--- src/verilog/smcg_pkg.sv ---
// Purpose: Constants for the sleep mode clock gating block.
// Assumes: One 40 MHz clock, synchronous active-high reset.
// Notes: Restart delays are counted in cycles of the block clock.
// What this block does
// - Core clock is source clock, never divided.
// - Mode 000 Idle gates core and flash.
// - Idle keeps peripherals; any interrupt wakes.
// - Comparator disable bit powers comparator down.
// - Idle/noise entry starts conversion if enabled.
// - Mode 001 gates io, core, flash.
// - Noise mode keeps listed units if enabled.
// - Noise mode ends only on listed events.
// - Mode 010 stops oscillator, all clocks.
// - Power-down wakes only on listed events.
// - Power-down wake waits fuse-selected restart delay.
package smcg_pkg;
	localparam logic [2:0] SMCG_MODE_IDLE  = 3'h0;
	localparam logic [2:0] SMCG_MODE_NOISE = 3'h1;
	localparam logic [2:0] SMCG_MODE_PDOWN = 3'h2;
	localparam int         SMCG_CLK_MHZ    = 40;
	localparam int         SMCG_DLY_US0    = 4;
	localparam int         SMCG_DLY_US1    = 65;
	// Restart delay counts in cycles, one per fuse setting, rounded up.
	localparam logic [15:0] SMCG_DLY_CYC0  = 16'(SMCG_DLY_US0 * SMCG_CLK_MHZ);
	localparam logic [15:0] SMCG_DLY_CYC1  = 16'(SMCG_DLY_US1 * SMCG_CLK_MHZ);
	localparam logic [15:0] SMCG_DLY_CYC2  = 16'h0006;
	localparam logic [15:0] SMCG_DLY_CYC3  = 16'h0400;
	localparam int          SMCG_NWAKE     = 10;
	typedef enum logic [1:0] {SMCG_RUN, SMCG_SLEEP, SMCG_RESTART} smcg_state_e;
endpackage

--- src/verilog/smcg_top.sv ---
// Purpose: Sleep controller gating core, flash and io clock enables.
// Assumes: Wake and enable inputs are synchronous to clk.
// Notes: Gating is expressed as registered clock enables, not gated clocks.
`timescale 1ns/1ps
module smcg_top (
	// Clock and reset
	input  wire logic        clk,
	input  wire logic        rst,
	// Core request
	input  wire logic        sleep_exec,
	input  wire logic        sleep_enable,
	input  wire logic [2:0]  sleep_mode_select,
	input  wire logic [1:0]  clock_source_fuses,
	// Peripheral state
	input  wire logic        adc_enable,
	input  wire logic        comparator_disable,
	// Wake sources
	input  wire logic        any_irq,
	input  wire logic        adc_done_irq,
	input  wire logic        ext_reset,
	input  wire logic        wdt_reset,
	input  wire logic        bod_reset,
	input  wire logic        lcd_irq,
	input  wire logic        serial_start_irq,
	input  wire logic        timer2_irq,
	input  wire logic        store_ready_irq,
	input  wire logic        level_irq_zero,
	input  wire logic        pin_change_irq,
	// Clock enables and status
	output logic             core_clk_en,
	output logic             flash_clk_en,
	output logic             io_clk_en,
	output logic             async_clk_en,
	output logic             osc_en,
	output logic             comparator_power,
	output logic             adc_start,
	output logic             asleep,
	output logic [1:0]       state_out
);
	import smcg_pkg::*;

	smcg_state_e state_q;
	logic [2:0]  mode_q;
	logic        wake_now;
	logic        dly_start;
	logic        dly_done;
	logic [15:0] dly_cycles;
	logic        pd_wake;
	logic        noise_wake;
	logic        enter;

	// Core clock is the undivided source; the enable only stops it.
	assign enter = sleep_exec && sleep_enable && (state_q == SMCG_RUN)
	    && (sleep_mode_select <= SMCG_MODE_PDOWN);
	assign pd_wake = ext_reset | wdt_reset | bod_reset | serial_start_irq
	    | level_irq_zero | pin_change_irq;
	assign noise_wake = pd_wake | adc_done_irq | lcd_irq | timer2_irq
	    | store_ready_irq;

	always_comb begin
		wake_now = 1'b0;
		case (mode_q)
			SMCG_MODE_IDLE:  wake_now = any_irq | pd_wake;
			SMCG_MODE_NOISE: wake_now = noise_wake;
			SMCG_MODE_PDOWN: wake_now = pd_wake;
			default:         wake_now = 1'b1;
		endcase
	end

	always_comb begin
		dly_cycles = SMCG_DLY_CYC0;
		case (clock_source_fuses)
			2'h0:    dly_cycles = SMCG_DLY_CYC0;
			2'h1:    dly_cycles = SMCG_DLY_CYC1;
			2'h2:    dly_cycles = SMCG_DLY_CYC2;
			default: dly_cycles = SMCG_DLY_CYC3;
		endcase
	end

	assign dly_start = (state_q == SMCG_SLEEP) && wake_now && (mode_q == SMCG_MODE_PDOWN);

	smcg_delay u_delay (
		.clk    (clk),
		.rst    (rst),
		.start  (dly_start),
		.cycles (dly_cycles),
		.done   (dly_done)
	);

	always_ff @(posedge clk) begin
		if (rst) begin
			state_q <= SMCG_RUN;
			mode_q  <= SMCG_MODE_IDLE;
		end else begin
			case (state_q)
				SMCG_RUN: begin
					if (enter) begin
						state_q <= SMCG_SLEEP;
						mode_q  <= sleep_mode_select;
					end
				end
				SMCG_SLEEP: begin
					if (wake_now) begin
						// Oscillator must settle before the core resumes.
						state_q <= (mode_q == SMCG_MODE_PDOWN) ? SMCG_RESTART : SMCG_RUN;
					end
				end
				SMCG_RESTART: begin
					if (dly_done) begin
						state_q <= SMCG_RUN;
					end
				end
				default: state_q <= SMCG_RUN;
			endcase
		end
	end

	// Enables follow the next state so gating starts with the sleep entry.
	always_ff @(posedge clk) begin
		if (rst) begin
			core_clk_en  <= 1'b1;
			flash_clk_en <= 1'b1;
			io_clk_en    <= 1'b1;
			async_clk_en <= 1'b1;
			osc_en       <= 1'b1;
			asleep       <= 1'b0;
		end else if (enter) begin
			core_clk_en  <= 1'b0;
			flash_clk_en <= 1'b0;
			io_clk_en    <= (sleep_mode_select == SMCG_MODE_IDLE);
			async_clk_en <= (sleep_mode_select != SMCG_MODE_PDOWN);
			osc_en       <= (sleep_mode_select != SMCG_MODE_PDOWN);
			asleep       <= 1'b1;
		end else if (state_q == SMCG_SLEEP && wake_now) begin
			osc_en       <= 1'b1;
			if (mode_q != SMCG_MODE_PDOWN) begin
				core_clk_en  <= 1'b1;
				flash_clk_en <= 1'b1;
				io_clk_en    <= 1'b1;
				async_clk_en <= 1'b1;
				asleep       <= 1'b0;
			end
		end else if (state_q == SMCG_RESTART && dly_done) begin
			core_clk_en  <= 1'b1;
			flash_clk_en <= 1'b1;
			io_clk_en    <= 1'b1;
			async_clk_en <= 1'b1;
			asleep       <= 1'b0;
		end
	end

	always_ff @(posedge clk) begin
		if (rst) begin
			adc_start <= 1'b0;
		end else begin
			adc_start <= enter && adc_enable
			    && (sleep_mode_select != SMCG_MODE_PDOWN);
		end
	end

	always_ff @(posedge clk) begin
		if (rst) begin
			comparator_power <= 1'b1;
			state_out        <= 2'h0;
		end else begin
			comparator_power <= ~comparator_disable;
			state_out        <= 2'(state_q);
		end
	end
endmodule

--- src/verilog/smcg_delay.sv ---
// Purpose: Restart delay counter after Power-down wake.
// Assumes: start is a one-cycle pulse.
// Notes: done pulses once when the loaded count expires.
`timescale 1ns/1ps
module smcg_delay (
	// Clock and reset
	input  wire logic        clk,
	input  wire logic        rst,
	// Control
	input  wire logic        start,
	input  wire logic [15:0] cycles,
	output logic             done
);
	import smcg_pkg::*;
	logic [15:0] cnt_q;
	logic        busy_q;

	always_ff @(posedge clk) begin
		if (rst) begin
			cnt_q  <= 16'h0;
			busy_q <= 1'b0;
			done   <= 1'b0;
		end else begin
			done <= 1'b0;
			if (start) begin
				cnt_q  <= cycles;
				busy_q <= 1'b1;
			end else if (busy_q) begin
				if (cnt_q <= 16'h1) begin
					busy_q <= 1'b0;
					done   <= 1'b1;
				end else begin
					cnt_q <= cnt_q - 16'h1;
				end
			end
		end
	end
endmodule

--- config.mk ---
export PLATFORM = sky130hd
export DESIGN_NAME = smcg_top
export DESIGN_NICKNAME = d
export VERILOG_FILES = /design/src/verilog/smcg_pkg.sv /design/src/verilog/smcg_top.sv /design/src/verilog/smcg_delay.sv
export SDC_FILE = /design/constraint.sdc
export NUM_CORES = 1
export LEC_CHECK = 0
export BUFFER_PORTS_ARGS = -buffer_cell sky130_fd_sc_hd__buf_4
export CAP_MARGIN = 20
export CELL_PAD_IN_SITES_DETAIL_PLACEMENT = 0
export CELL_PAD_IN_SITES_GLOBAL_PLACEMENT = 2
export CORE_ASPECT_RATIO = 0.75
export CORE_MARGIN = 10
export CORE_UTILIZATION = 30
export CTS_BUF_LIST = sky130_fd_sc_hd__clkbuf_8
export CTS_CLUSTER_DIAMETER = 120
export DETAILED_ROUTE_END_ITERATION = 7
export GPL_TIMING_DRIVEN = 0
export PLACE_DENSITY = 0.75
export SLEW_MARGIN = 0
export SYNTH_ARGS = -nofsm -noshare
export SYNTH_HDL_FRONTEND = slang
export SYNTH_SLANG_ARGS = --single-unit
--- constraint.sdc ---
create_clock -name clk -period 3.35 [get_ports clk]
set_input_delay 0.335 -clock clk [delete_from_list [all_inputs] [get_ports clk]]
set_output_delay 0.335 -clock clk [all_outputs]
set_load 0.01 [all_outputs]
After elaboration in Yosys (flattened, before gate mapping)
Index checks and enable logic that the tools add are counted.
Operators by class
  $add $sub $neg: 1
  $lt $le $gt $ge: 2
  equality and inequality tests: 13
  multiplexer cells: 26
  bitwise logic cells: 12
  reduce and logical (&&, ||, !) cells: 20
Operator list (count)
  16-bit two-way mux: 3
  12-bit case mux with 3 select lines: 1
  16-bit by 1-bit less-or-equal comparator with 1-bit output, second input constant: 1
  1-bit two-way mux: 16
  16-bit by 1-bit subtractor with 16-bit output, second input constant: 1
  1-bit bitwise OR: 10
  3-bit by 2-bit != test with 1-bit output, second input constant: 3
  1-bit logical AND: 8
  2-bit two-way mux: 4
  3-bit zero test: 2
  2-bit != test, second input constant: 3
  2-bit case mux with 3 select lines: 1
  2-bit AND reduction: 3
  2-bit by 1-bit == test with 1-bit output, second input constant: 2
  2-bit == test, second input constant: 2
  2-bit zero test: 2
  2-bit nonzero test: 2
  3-bit by 1-bit == test with 1-bit output, second input constant: 1
  3-bit by 2-bit == test with 1-bit output, second input constant: 1
  3-bit by 2-bit less-or-equal comparator with 1-bit output, second input constant: 1
  1-bit case mux with 3 select lines: 1
  3-bit AND reduction: 1
  3-bit nonzero test: 1
  3-bit OR reduction: 1
  2 further kinds: 3
Word-level totals
  register bits after elaboration: 32
  input port bits: 22
  output and inout port bits: 10
  logic and storage cells: 87

Longest topological paths before layout
Gate-level depths: netlist of the first run.
  depth after elaboration: 14
  gate-level depth with buffers: 8
  mapped depth without buffers: 7

Modules after synthesis
Synthesis of the first run repeated with hierarchy kept, for this count alone.
Second synthesis, totals
  cell total of the unflattened synthesis: 201
  area total of the unflattened synthesis: 1687.9 um2
Modules (own cells, without submodules)
  smcg_delay: times used 1, cells each 134, area each 1089.8 um2, sequential area each 360.3 um2
  smcg_top: times used 1, cells each 67, area each 598.1 um2, sequential area each 280.3 um2

Worst setup path after synthesis of the first run
No wires, ideal clock.
  path type: register to register
  from: reg u_delay.cnt_q[6]
  to: reg u_delay.cnt_q[1]
  library setup time: 74 ps
  arrival: 1986 ps
  required time: 3276 ps
  slack: 1289 ps
  cell stages (with the launch flop): 6
  buffers on the path: 0
  period minus slack after synthesis: 2061 ps
  cell sequence: dfxtp_1 nor4_1 and2_1 a21bo_2 mux2_2 o21ai_0
Between the ends
  cells in the longest elaborated chain, start to end: 3
Ends and longest elaborated chain
  start, declared: line smcg_delay.sv:15  | logic [15:0] cnt_q;
  start signal, assigned: line smcg_delay.sv:26  | cnt_q <= cycles;
  start signal, assigned: line smcg_delay.sv:33  | cnt_q <= cnt_q - 16'h1;
  16-bit by 1-bit less-or-equal comparator with 1-bit output: line smcg_delay.sv:29  | if (cnt_q <= 16'h1) begin
  2-bit != test (no source line)
  2-bit AND reduction (no source line)
Every way passes these cells.
A chain may end at the register's enable or synchronous reset.

Worst setup path in the final report of the first run
  from: reg u_delay.cnt_q[11]
  to: reg u_delay.cnt_q[10]
Same word-level chain as after synthesis.

==> results of run 1 <==
==> report_power, final <==
part	internal [uW]	total (uW)	switching [uW]
logic	29.6	56.9	27.3
clock network	262	404	142
registers	385	388	2.91
==> stage by stage <==
stage,setup WS [ns],utilization,cells,hold slack (ns),power [uW]
finish,0.9870,0.3958,266,0.2006,848.8
global route,0.7529,0.3958,266,0.2156,885.4
CTS,0.9611,0.3958,266,0.1924,862.3
detailed placement,0.9966,0.3696,258,0.4848,453.7
global placement,0.8871,0.3686,257,0.4779,453.1
floorplan,1.289,-,167,0.3969,419.8
==> layout by cell type (no fill, tap or decap), types with 3 or more instances in the layout <==
cell,Yosys,routed
clkbuf_1,4,4
nor3_1,8,8
a211oi_1,5,5
nand3_1,5,5
dfxtp_1,32,32
a21oi_1,15,15
clkbuf_8,0,7
nor2b_1,6,6
nand2_1,8,8
inv_1,4,4
a2111oi_0,3,3
nor2_1,19,19
o21ai_0,6,6
a31oi_1,3,3
xnor2_1,12,12
buf_4,1,31
nor4_1,4,4
nor4b_1,4,4
nor3b_1,3,3
==> area by class of cell <==
cell class                      instances  share of cell area
Buffer                                  5             0.01181
Clock buffer                            7             0.05052
Clock inverter                          1             0.01575
Inverter                                4            0.007874
Multi-Input combinational cell        126              0.4180
Sequential cell                        32              0.3360
Tap cell                               60             0.03937
Timing Repair Buffer                   31              0.1207
==> cell families after synthesis <==
logic type | Yosys count | synth area share
buf+inv | 9 | 0.02544
compound gates | 40 | 0.1756
simple gates | 71 | 0.2689
mux | 1 | 0.007633
flops | 32 | 0.4343
xor+xnor | 12 | 0.07125
fa+ha+maj | 2 | 0.01696
==> layer usage <==
metal  up-vias  global-route usage
li1        685                   -
met1       625              0.1367
met2        25              0.1299
met3         8             0.03817
met4         0             0.04167
met5         -                   0
==> synthesized netlist by cell type, types with 3 or more instances <==
library cell and instances:
xnor2_1 12, nor4b_1 4, nand3_1 5, nor4_1 4, nor2b_1 6, clkbuf_1 4
nor3_1 8, a2111oi_0 3, nand2_1 8, nor3b_1 3, nor2_1 19, a31oi_1 3
o21ai_0 6, a211oi_1 5, a21oi_1 15, inv_1 4, dfxtp_1 32
==> state kept, by name, summed over array words and instances (netlist names) <==
signal and flops:
adc_start 1, asleep 1, async_clk_en 1, comparator_power 1
flash_clk_en 1, io_clk_en 1, mode_q 3, osc_en 1
state_out 2, state_q 2, u_delay.busy_q 1, u_delay.cnt_q 16
u_delay.done 1
==> worst max-delay path by stage <==
stage / from / end
CTS: u_delay.cnt_q[11] / u_delay.cnt_q[10]
global route: u_delay.cnt_q[11] / u_delay.cnt_q[10]
global placement: u_delay.cnt_q[6] / u_delay.cnt_q[1]
floorplan: u_delay.cnt_q[6] / u_delay.cnt_q[1]
finish: u_delay.cnt_q[11] / u_delay.cnt_q[10]
detailed placement: u_delay.cnt_q[11] / u_delay.cnt_q[10]
==> worst max-delay path, cell delays in order, from the launching register on <==
cell and delay, ns:
dfxtp_1 0.33, or4_1 0.54, nor4_2 0.48, clkbuf_1 0.42
nor3_1 0.14, xnor2_1 0.15, a211oi_1 0.21
==> impl_metrics.env, run 1 <==
export IMPL_die_w_um=101.0
export IMPL_synth_cell_types=38
export IMPL_maxCapViolCount=0
export IMPL_ir_drop_mv=0.2417
export IMPL_rows=22
export IMPL_synth_edf_count=0
export IMPL_grt_pass1_wl_mm=6.361
export IMPL_dp_hpwl_mm=3.029
export IMPL_vias=1343
export IMPL_grt_pass1_vias=1325
export IMPL_cts_buffers=5
export IMPL_setup_tns_ns=0
export IMPL_power_leakage_uw=0.0007082
export IMPL_reg2reg_to="u_delay.cnt_q[10]"
export IMPL_syn_to_final_growth_pct=29.26
export IMPL_hold_depth=2
export IMPL_r2r_cells=6
export IMPL_synth_area_per_cell_um2=8.833
export IMPL_drc_errors=0
export IMPL_reg2reg_setup_slack_ns=0.99
export IMPL_fill_cells=490
export IMPL_finalHoldViolations=0
export IMPL_cts_max_path_buffers=2
export IMPL_clk_pin_slew_ns=0.07
export IMPL_routed_wl_met2_mm=1.603
export IMPL_fin_skew_ns=0.008229
export IMPL_first_pass_iters=4
export IMPL_cts_tree="done"
export IMPL_dr_wl_met3_um=207
export IMPL_synth_top_area_frac=0.4343
export IMPL_worst_slew_pin_slew_ns=0.7230
export IMPL_relSlewSlack=0.5135
export IMPL_wl_met1_mm=2.100
export IMPL_cts_max_level=2
export IMPL_placed_area_um2=1780
export IMPL_seqCellArea_um2=640.6
export IMPL_synthesis_nets=191
export IMPL_synthTopCellsByArea="dfxtp_1, xnor2_1, a21oi_1"
export IMPL_drtAntennaViolNets=0
export IMPL_synth_seq_area_share=0.4343
export IMPL_hold_end="comparator_power"
export IMPL_synthesis_area_um2=1475
export IMPL_dieArea_um2=8151
export IMPL_antenna_found_initial=0
export IMPL_top_layer_used="met4"
export IMPL_diodes=0
export IMPL_synth_cells=167
export IMPL_ctsHoldBuffers=0
export IMPL_worstSkewPairLatency_ns=0.28
export IMPL_hold_start="comparator_disable"
export IMPL_initial_core_util=0.3062
export IMPL_critPathCaptureType="flop"
export IMPL_arrival_ns=2.57
export IMPL_die_y_um=80.73
export IMPL_drt_vias_per_instance=5.049
export IMPL_period_share=0.7054
export IMPL_drive_gt1_frac=0.2379
export IMPL_rr_startpoint="u_delay.cnt_q[11]"
export IMPL_dr_first_iter_drc_count=47
export IMPL_core_area_um2=4817
export IMPL_start_kind="flop"
export IMPL_power_density_nw_per_um2=445.1
export IMPL_wl_per_cell_um=14.92
export IMPL_ys_async_sr_fraction=0
export IMPL_yosysTopAreaCell="dfxtp_1"
export IMPL_multi_input_area_um2=797.0
export IMPL_ios=32
export IMPL_fmax_ghz=0.4232
export IMPL_ctsRootBufferMaster="clkbuf_8"
export IMPL_rsz0062_at_grt="false"
export IMPL_post_cts_buffers=0
export IMPL_finish_instance_area_um2=1907
export IMPL_path_class="flop to flop"
export IMPL_finalMaxSlewViolations=0
export IMPL_synth_ff_type="dfxtp_1"
export IMPL_routabilityCongestion=0.7685
export IMPL_crit_fanout=10
export IMPL_grt_max_degree=11
export IMPL_port_buffers=30
export IMPL_clock_sinks=32
export IMPL_nNetsFinal=229
export IMPL_cts_resized=0
export IMPL_routed_wl_mm=3.970
export IMPL_yosys_warnings=0
export IMPL_min_period_ns=2.363
export IMPL_required_ns=3.55
export IMPL_track_usage=0.09811
export IMPL_grt_ovfl_total=0
export IMPL_outcome="complete, no violations"
export IMPL_setup_viol=0
export IMPL_hold_path_class="input pin to flop"
export IMPL_synth_seq_cells=32
No activity file was read; power rests on OpenSTA's default activity.
==> run 2, diff against run 1 <==
- ABC_AREA: default -> 1
- CORE_UTILIZATION: 30 -> 28
- PLACE_DENSITY: 0.75 -> 0.76
- clock period: 3.35 -> 1.9 ns (I/O delays scaled with it)
==> run 2 against run 1 <==
  * Core utilization shrank 4.0 points
  * Final area grew 16%
  * Synthesized cell count is 51% higher
  * Combinational power rose by 100%
  * Clock power increased by 62%
  * Synthesized area up 20%
  * Highest routed layer unchanged
  * Routed wire length increased by 23%
  * Register-to-register slack lost 0.83 ns
  * Via count increased by 22%
==> impl_metrics.env, run 2 <==
export IMPL_vias=1642
export IMPL_critPathCaptureType="flop"
export IMPL_synth_area_per_cell_um2=7.003
export IMPL_cts_tree="done"
export IMPL_path_class="flop to flop"
export IMPL_min_period_ns=1.738
export IMPL_largest_register="u_delay.cnt_q"
export IMPL_required_ns=2.08
export IMPL_grt_ovfl_total=0
export IMPL_finish_instance_area_um2=2215
export IMPL_dieArea_um2=9942
export IMPL_drive_gt1_frac=0.2671
export IMPL_crit_fanout=9
export IMPL_synth_seq_area_share=0.3616
export IMPL_arrival_ns=1.92
export IMPL_r2r_cells=10
export IMPL_place_ws_ns=0.03901
export IMPL_hold_depth=2
export IMPL_clock_sinks=32
export IMPL_antenna_found_initial=0
export IMPL_hold_ws_ns=0.05743
export IMPL_initial_core_util=0.2846
export IMPL_finalMaxSlewViolations=0
export IMPL_cts_max_path_buffers=2
export IMPL_placed_area_um2=2106
export IMPL_track_usage=0.09869
export IMPL_yosys_warnings=0
export IMPL_yosysTopAreaCell="dfxtp_1"
export IMPL_relSlewSlack=0.6077
export IMPL_hold_end="comparator_power"
export IMPL_wl_per_cell_um=13.10
export IMPL_die_y_um=88.89
export IMPL_final_common_cell="nand2_1"
export IMPL_synthTopCellsByArea="dfxtp_1, nand2_1, nor2_1"
export IMPL_synthXorXnorAreaFrac=0.03460
export IMPL_rr_startpoint="u_delay.cnt_q[0]"
export IMPL_post_cts_buffers=0
export IMPL_routed_wl_mm=4.887
export IMPL_nNetsFinal=315
export IMPL_fin_util=0.3558
export IMPL_setup_tns_ns=0
export IMPL_outcome="complete, no violations"
export IMPL_first_pass_iters=4
export IMPL_yosys_top_cells_count="nand2_1, nor2_1, dfxtp_1, inv_1, o21ai_0"
export IMPL_routabilityCongestion=0.7664
export IMPL_fill_cells=694
export IMPL_synth_edf_count=0
export IMPL_worstSkewPairLatency_ns=0.29
export IMPL_multi_input_area_um2=977.2
export IMPL_fmax_ghz=0.5753
export IMPL_worst_slew_pin_slew_ns=0.5884
export IMPL_yosys_area_share_simple=0.3934
export IMPL_largest_reg_flops=16
export IMPL_yosysMostFrequentCell="nand2_1"
export IMPL_synth_top_family_by_area="simple AND/OR/NAND/NOR gates"
export IMPL_grt_pass1_wl_mm=7.866
export IMPL_synthesis_nets=277
export IMPL_dp_hpwl_mm=3.833
export IMPL_rows=25
export IMPL_synth_cells=253
export IMPL_seqCellArea_um2=641.9
export IMPL_power_density_nw_per_um2=656.8
export IMPL_layout_common_cells="nand2_1, nor2_1, buf_4, dfxtp_1, inv_1"
export IMPL_muxShareOfSynthArea=0
export IMPL_synth_ff_type="dfxtp_1"
export IMPL_ir_drop_mv=0.2681
export IMPL_drtAntennaViolNets=0
export IMPL_setup_ws_ns=0.1619
export IMPL_reg2reg_setup_slack_ns=0.16
export IMPL_finalHoldViolations=0
export IMPL_synth_compound_area_frac=0.1095
export IMPL_synth_fa_ha_area_frac=0.01412
export IMPL_cts_max_level=2
export IMPL_synthesis_area_um2=1772
export IMPL_clk_pin_slew_ns=0.07
export IMPL_ys_async_sr_fraction=0
export IMPL_hold_path_class="input pin to flop"
export IMPL_synth_cell_types=31
export IMPL_dr_first_iter_drc_count=97
export IMPL_power_leakage_uw=0.001063
export IMPL_die_w_um=111.9
export IMPL_reg_top3="u_delay.cnt_q x16, mode_q x3"
export IMPL_start_kind="flop"
export IMPL_diodes=0
export IMPL_period_share=0.9148
export IMPL_grt_max_degree=11
export IMPL_cts_buffers=5
export IMPL_port_buffers=31
export IMPL_core_area_um2=6225
export IMPL_maxCapViolCount=0
export IMPL_drt_vias_per_instance=4.402
export IMPL_synth_seq_cells=32
export IMPL_syn_to_final_growth_pct=25.00
export IMPL_rsz0062_at_grt="false"
export IMPL_synth_top_area_frac=0.3616
export IMPL_ctsRootBufferMaster="clkbuf_8"
export IMPL_reg2reg_to="u_delay.cnt_q[7]"
export IMPL_setup_viol=0
export IMPL_grt_pass1_vias=1537
export IMPL_fin_skew_ns=0.002940
export IMPL_ios=32
export IMPL_hold_start="comparator_disable"
export IMPL_drc_errors=0
==> run 2: changes by cell type in the layout (fill, tap and decap cells not counted), sizes merged, moves of 6 or more <==
cell,before,now
nand3,5,16
nor2,19,55
o21ai,6,17
xnor2,12,3
inv,4,27
nand2,8,64
nor2b,6,0
==> run 2: final cells by class <==
cell class	count	share of cell area
clock buffer	5	0.03107
tap	81	0.04576
clock inverter	3	0.01751
inverter	27	0.04802
timing repair buffer	31	0.1051
sequential	32	0.2898
multi-input combinational	189	0.4412
buffer	5	0.02147
==> run 2: cells by family (layout without fill, tap and decap cells) <==
logic type | count (synthesis) | count (layout)
buffers and inverters | 32 | 71
adders and majority gates | 2 | 2
xor gates and xnor gates | 7 | 7
AOI/OAI and AO/OA | 32 | 32
and+or+nand+nor | 148 | 148
DFF | 32 | 32
==> run 2: worst max-delay path, cell delays in order (launching register included) <==
cell     delay [ns]
dfxtp_2        0.35
inv_1          0.08
ha_1           0.25
o21ai_1        0.21
nor2_2         0.07
nand2_2        0.10
nand2_4        0.12
inv_2          0.19
nand2_1        0.09
a21oi_2        0.14
nor2_1         0.04
==> run 2: timing repair <==
item	in CTS	in global routing
gates resized for setup	0	2
endpoints found under the hold margin	0	0
hold buffers	0	0
setup endpoints to repair	0	13
==> run 2: stage by stage <==
stage / cells / power [uW]
after floorplan: 253 / 752.0
after global placement: 365 / 817.3
after detailed placement: 365 / 817.8
after CTS: 373 / 1483
after global routing: 373 / 1522
final: 373 / 1455
==> run 2: how the worst max path moves through the flow <==
stage	from	to	slack [ns]	cells after the start
global placement	u_delay.cnt_q[0]	u_delay.cnt_q[7]	0.03	10
CTS	u_delay.cnt_q[0]	u_delay.cnt_q[7]	0.03	10
floorplan	u_delay.cnt_q[0]	u_delay.cnt_q[7]	0.35	10
global route	u_delay.cnt_q[0]	u_delay.cnt_q[5]	0.03	10
finish	u_delay.cnt_q[0]	u_delay.cnt_q[7]	0.16	10
detailed placement	u_delay.cnt_q[0]	u_delay.cnt_q[7]	0.04	10
==> run 2: report_power, final <==
| group | leakage [uW] | internal, uW | switching [uW] |
|---|---|---|---|
| Combinational | 0.000745 | 57.0 | 57.7 |
| Sequential | 0.000259 | 680 | 5.92 |
| Clock | 0.0000593 | 384 | 270 |
==> run 2: layer usage <==
layer / share of wire / up-vias / global-route usage
li1: - / 877 / -
met1: 0.53 / 732 / 0.1440
met2: 0.40 / 28 / 0.1309
met3: 0.057 / 5 / 0.02683
met4: 0.013 / 0 / 0.03842
met5: 0 / - / 0
==> run 3, diff against run 2 <==
- CORE_UTILIZATION: 28 -> 30
- PLACE_DENSITY: 0.76 -> 0.78
- REMOVE_ABC_BUFFERS: default -> 1
- clock period: 1.9 -> 2 ns (I/O delays scaled with it)
==> run 3 against run 2 <==
  * Clock power down 18%
  * Clock skew grew 0.0037 ns
  * Final area is 2.5% lower
  * Global-route usage increased by 0.28 points
  * Highest routed layer unchanged
  * Largest power group unchanged
  * Largest cell class unchanged
==> impl_metrics.env, run 3 (synthesis gave the netlist of run 2 again) <==
export IMPL_outcome="complete, no violations"
export IMPL_critPathBufInv=2
export IMPL_start_kind="flop"
export IMPL_layout_common_cells="nand2_1, nor2_1, dfxtp_1, buf_4, inv_1"
export IMPL_syn_to_final_growth_pct=21.82
export IMPL_crit_fanout=9
export IMPL_grt_pass1_vias=1532
export IMPL_initial_core_util=0.3073
export IMPL_core_area_um2=5766
export IMPL_setup_viol=0
export IMPL_ir_drop_mv=0.3000
export IMPL_multi_input_area_um2=984.7
export IMPL_first_pass_iters=4
export IMPL_finalHoldViolations=0
export IMPL_use_met1=0.1480
export IMPL_placed_area_um2=2054
export IMPL_routed_wl_mm=4.540
export IMPL_seqCellArea_um2=640.6
export IMPL_critical_path_top_delay_family="simple AND/OR/NAND/NOR gates"
export IMPL_fin_skew_ns=0.006591
export IMPL_min_period_ns=1.818
export IMPL_maxCapViolCount=0
export IMPL_largest_register="u_delay.cnt_q"
export IMPL_rr_startpoint="u_delay.cnt_q[0]"
export IMPL_largest_reg_flops=16
export IMPL_cts_buffers=5
export IMPL_wl_per_cell_um=12.47
export IMPL_rsz0062_at_grt="false"
export IMPL_drtAntennaViolNets=0
export IMPL_critPathCaptureType="flop"
export IMPL_routabilityCongestion=0.7972
export IMPL_hold_path_class="input pin to flop"
export IMPL_gr_max_usage_layer="met1"
export IMPL_grt_pass1_wl_mm=7.603
export IMPL_post_cts_buffers=0
export IMPL_vias=1616
export IMPL_relSlewSlack=0.6813
export IMPL_grt_max_degree=21
export IMPL_dp_hpwl_mm=3.586
export IMPL_worst_slew_pin_slew_ns=0.4744
export IMPL_crit_slowest_cell="dfxtp_1"
export IMPL_reg2reg_setup_slack_ns=0.18
export IMPL_fmax_ghz=0.5502
export IMPL_path_class="flop to flop"
export IMPL_die_w_um=108.7
export IMPL_fill_cells=646
export IMPL_worstSkewPairLatency_ns=0.28
export IMPL_cts_resized=0
export IMPL_cts_max_level=2
export IMPL_ios=32
export IMPL_clock_sinks=32
export IMPL_drc_errors=0
export IMPL_grt_ovfl_total=0
export IMPL_finalMaxSlewViolations=0
export IMPL_nNetsFinal=310
export IMPL_clk_pin_slew_ns=0.07
export IMPL_slowest_delay_ns=0.38
export IMPL_rows=24
export IMPL_power_density_nw_per_um2=599.3
export IMPL_drive_gt1_frac=0.2552
export IMPL_worstPathCellList="inv_1 > ha_1 > o21ai_0 > nor2_2 > nand2_2 > nand2_4 > inv_2 > nand2_1 > a21oi_2 > nor2_1"
export IMPL_antenna_found_initial=0
export IMPL_track_usage=0.1015
export IMPL_drt_vias_per_instance=4.440
export IMPL_diodes=0
export IMPL_finish_instance_area_um2=2158
export IMPL_r2r_cells=10
export IMPL_port_buffers=31
export IMPL_required_ns=2.17
export IMPL_hold_end="comparator_power"
export IMPL_die_y_um=86.55
export IMPL_final_common_cell="nand2_1"
export IMPL_cts_max_path_buffers=2
export IMPL_grt_util_met3=0.03410
export IMPL_power_leakage_uw=0.001028
export IMPL_reg2reg_to="u_delay.cnt_q[7]"
export IMPL_reg_top3="u_delay.cnt_q x16, mode_q x3"
export IMPL_period_share=0.9088
export IMPL_dieArea_um2=9411
export IMPL_ctsHoldBuffers=0
export IMPL_ctsRootBufferMaster="clkbuf_8"
export IMPL_setup_tns_ns=0
export IMPL_hold_start="comparator_disable"
export IMPL_dr_first_iter_drc_count=81
export IMPL_arrival_ns=1.99
export IMPL_use_met2=0.1340
export IMPL_cts_tree="done"
export IMPL_hold_depth=2
run 3: cell type report:
class	instances	share of cell area
Clock buffer	7	0.04464
Tap cell	78	0.04522
Timing Repair Buffer	31	0.1078
Sequential cell	32	0.2968
Multi-Input combinational cell	189	0.4562
Inverter	27	0.04928
run 3: worst max-delay path by stage:
stage | from | endpoint | depth (start not counted)
finish | u_delay.cnt_q[0] | u_delay.cnt_q[7] | 10
detailed placement | state_q[0] | u_delay.cnt_q[11] | 7
global placement | state_q[0] | u_delay.cnt_q[3] | 7
global route | u_delay.cnt_q[0] | u_delay.cnt_q[9] | 10
CTS | mode_q[1] | u_delay.cnt_q[11] | 9
floorplan | u_delay.cnt_q[0] | u_delay.cnt_q[7] | 10
run 3: power breakdown:
| part | internal (uW) | switching [uW] |
|---|---|---|
| Sequential | 646 | 5.51 |
| Combinational | 51.8 | 53.6 |
| Clock | 306 | 230 |
| Total | 1000 | 289 |
run 3: stage by stage:
step	power (uW)	util	hold slack [ns]	worst slack [ns]	instances
floorplan	708.8	-	0.2624	0.4508	248
global placement	772.6	0.3563	0.3653	0.1351	357
detailed placement	772.6	0.3563	0.3695	0.1284	357
CTS	1318	0.3730	0.06481	0.1187	364
global route	1358	0.3743	0.07918	0.02808	364
finish	1294	0.3743	0.07438	0.1825	364
run 3: per-layer routing:
layer	share of wire	up-vias
met5	0	-
met4	0.0099	0
met3	0.054	4
met2	0.39	27
met1	0.55	714
li1	-	871
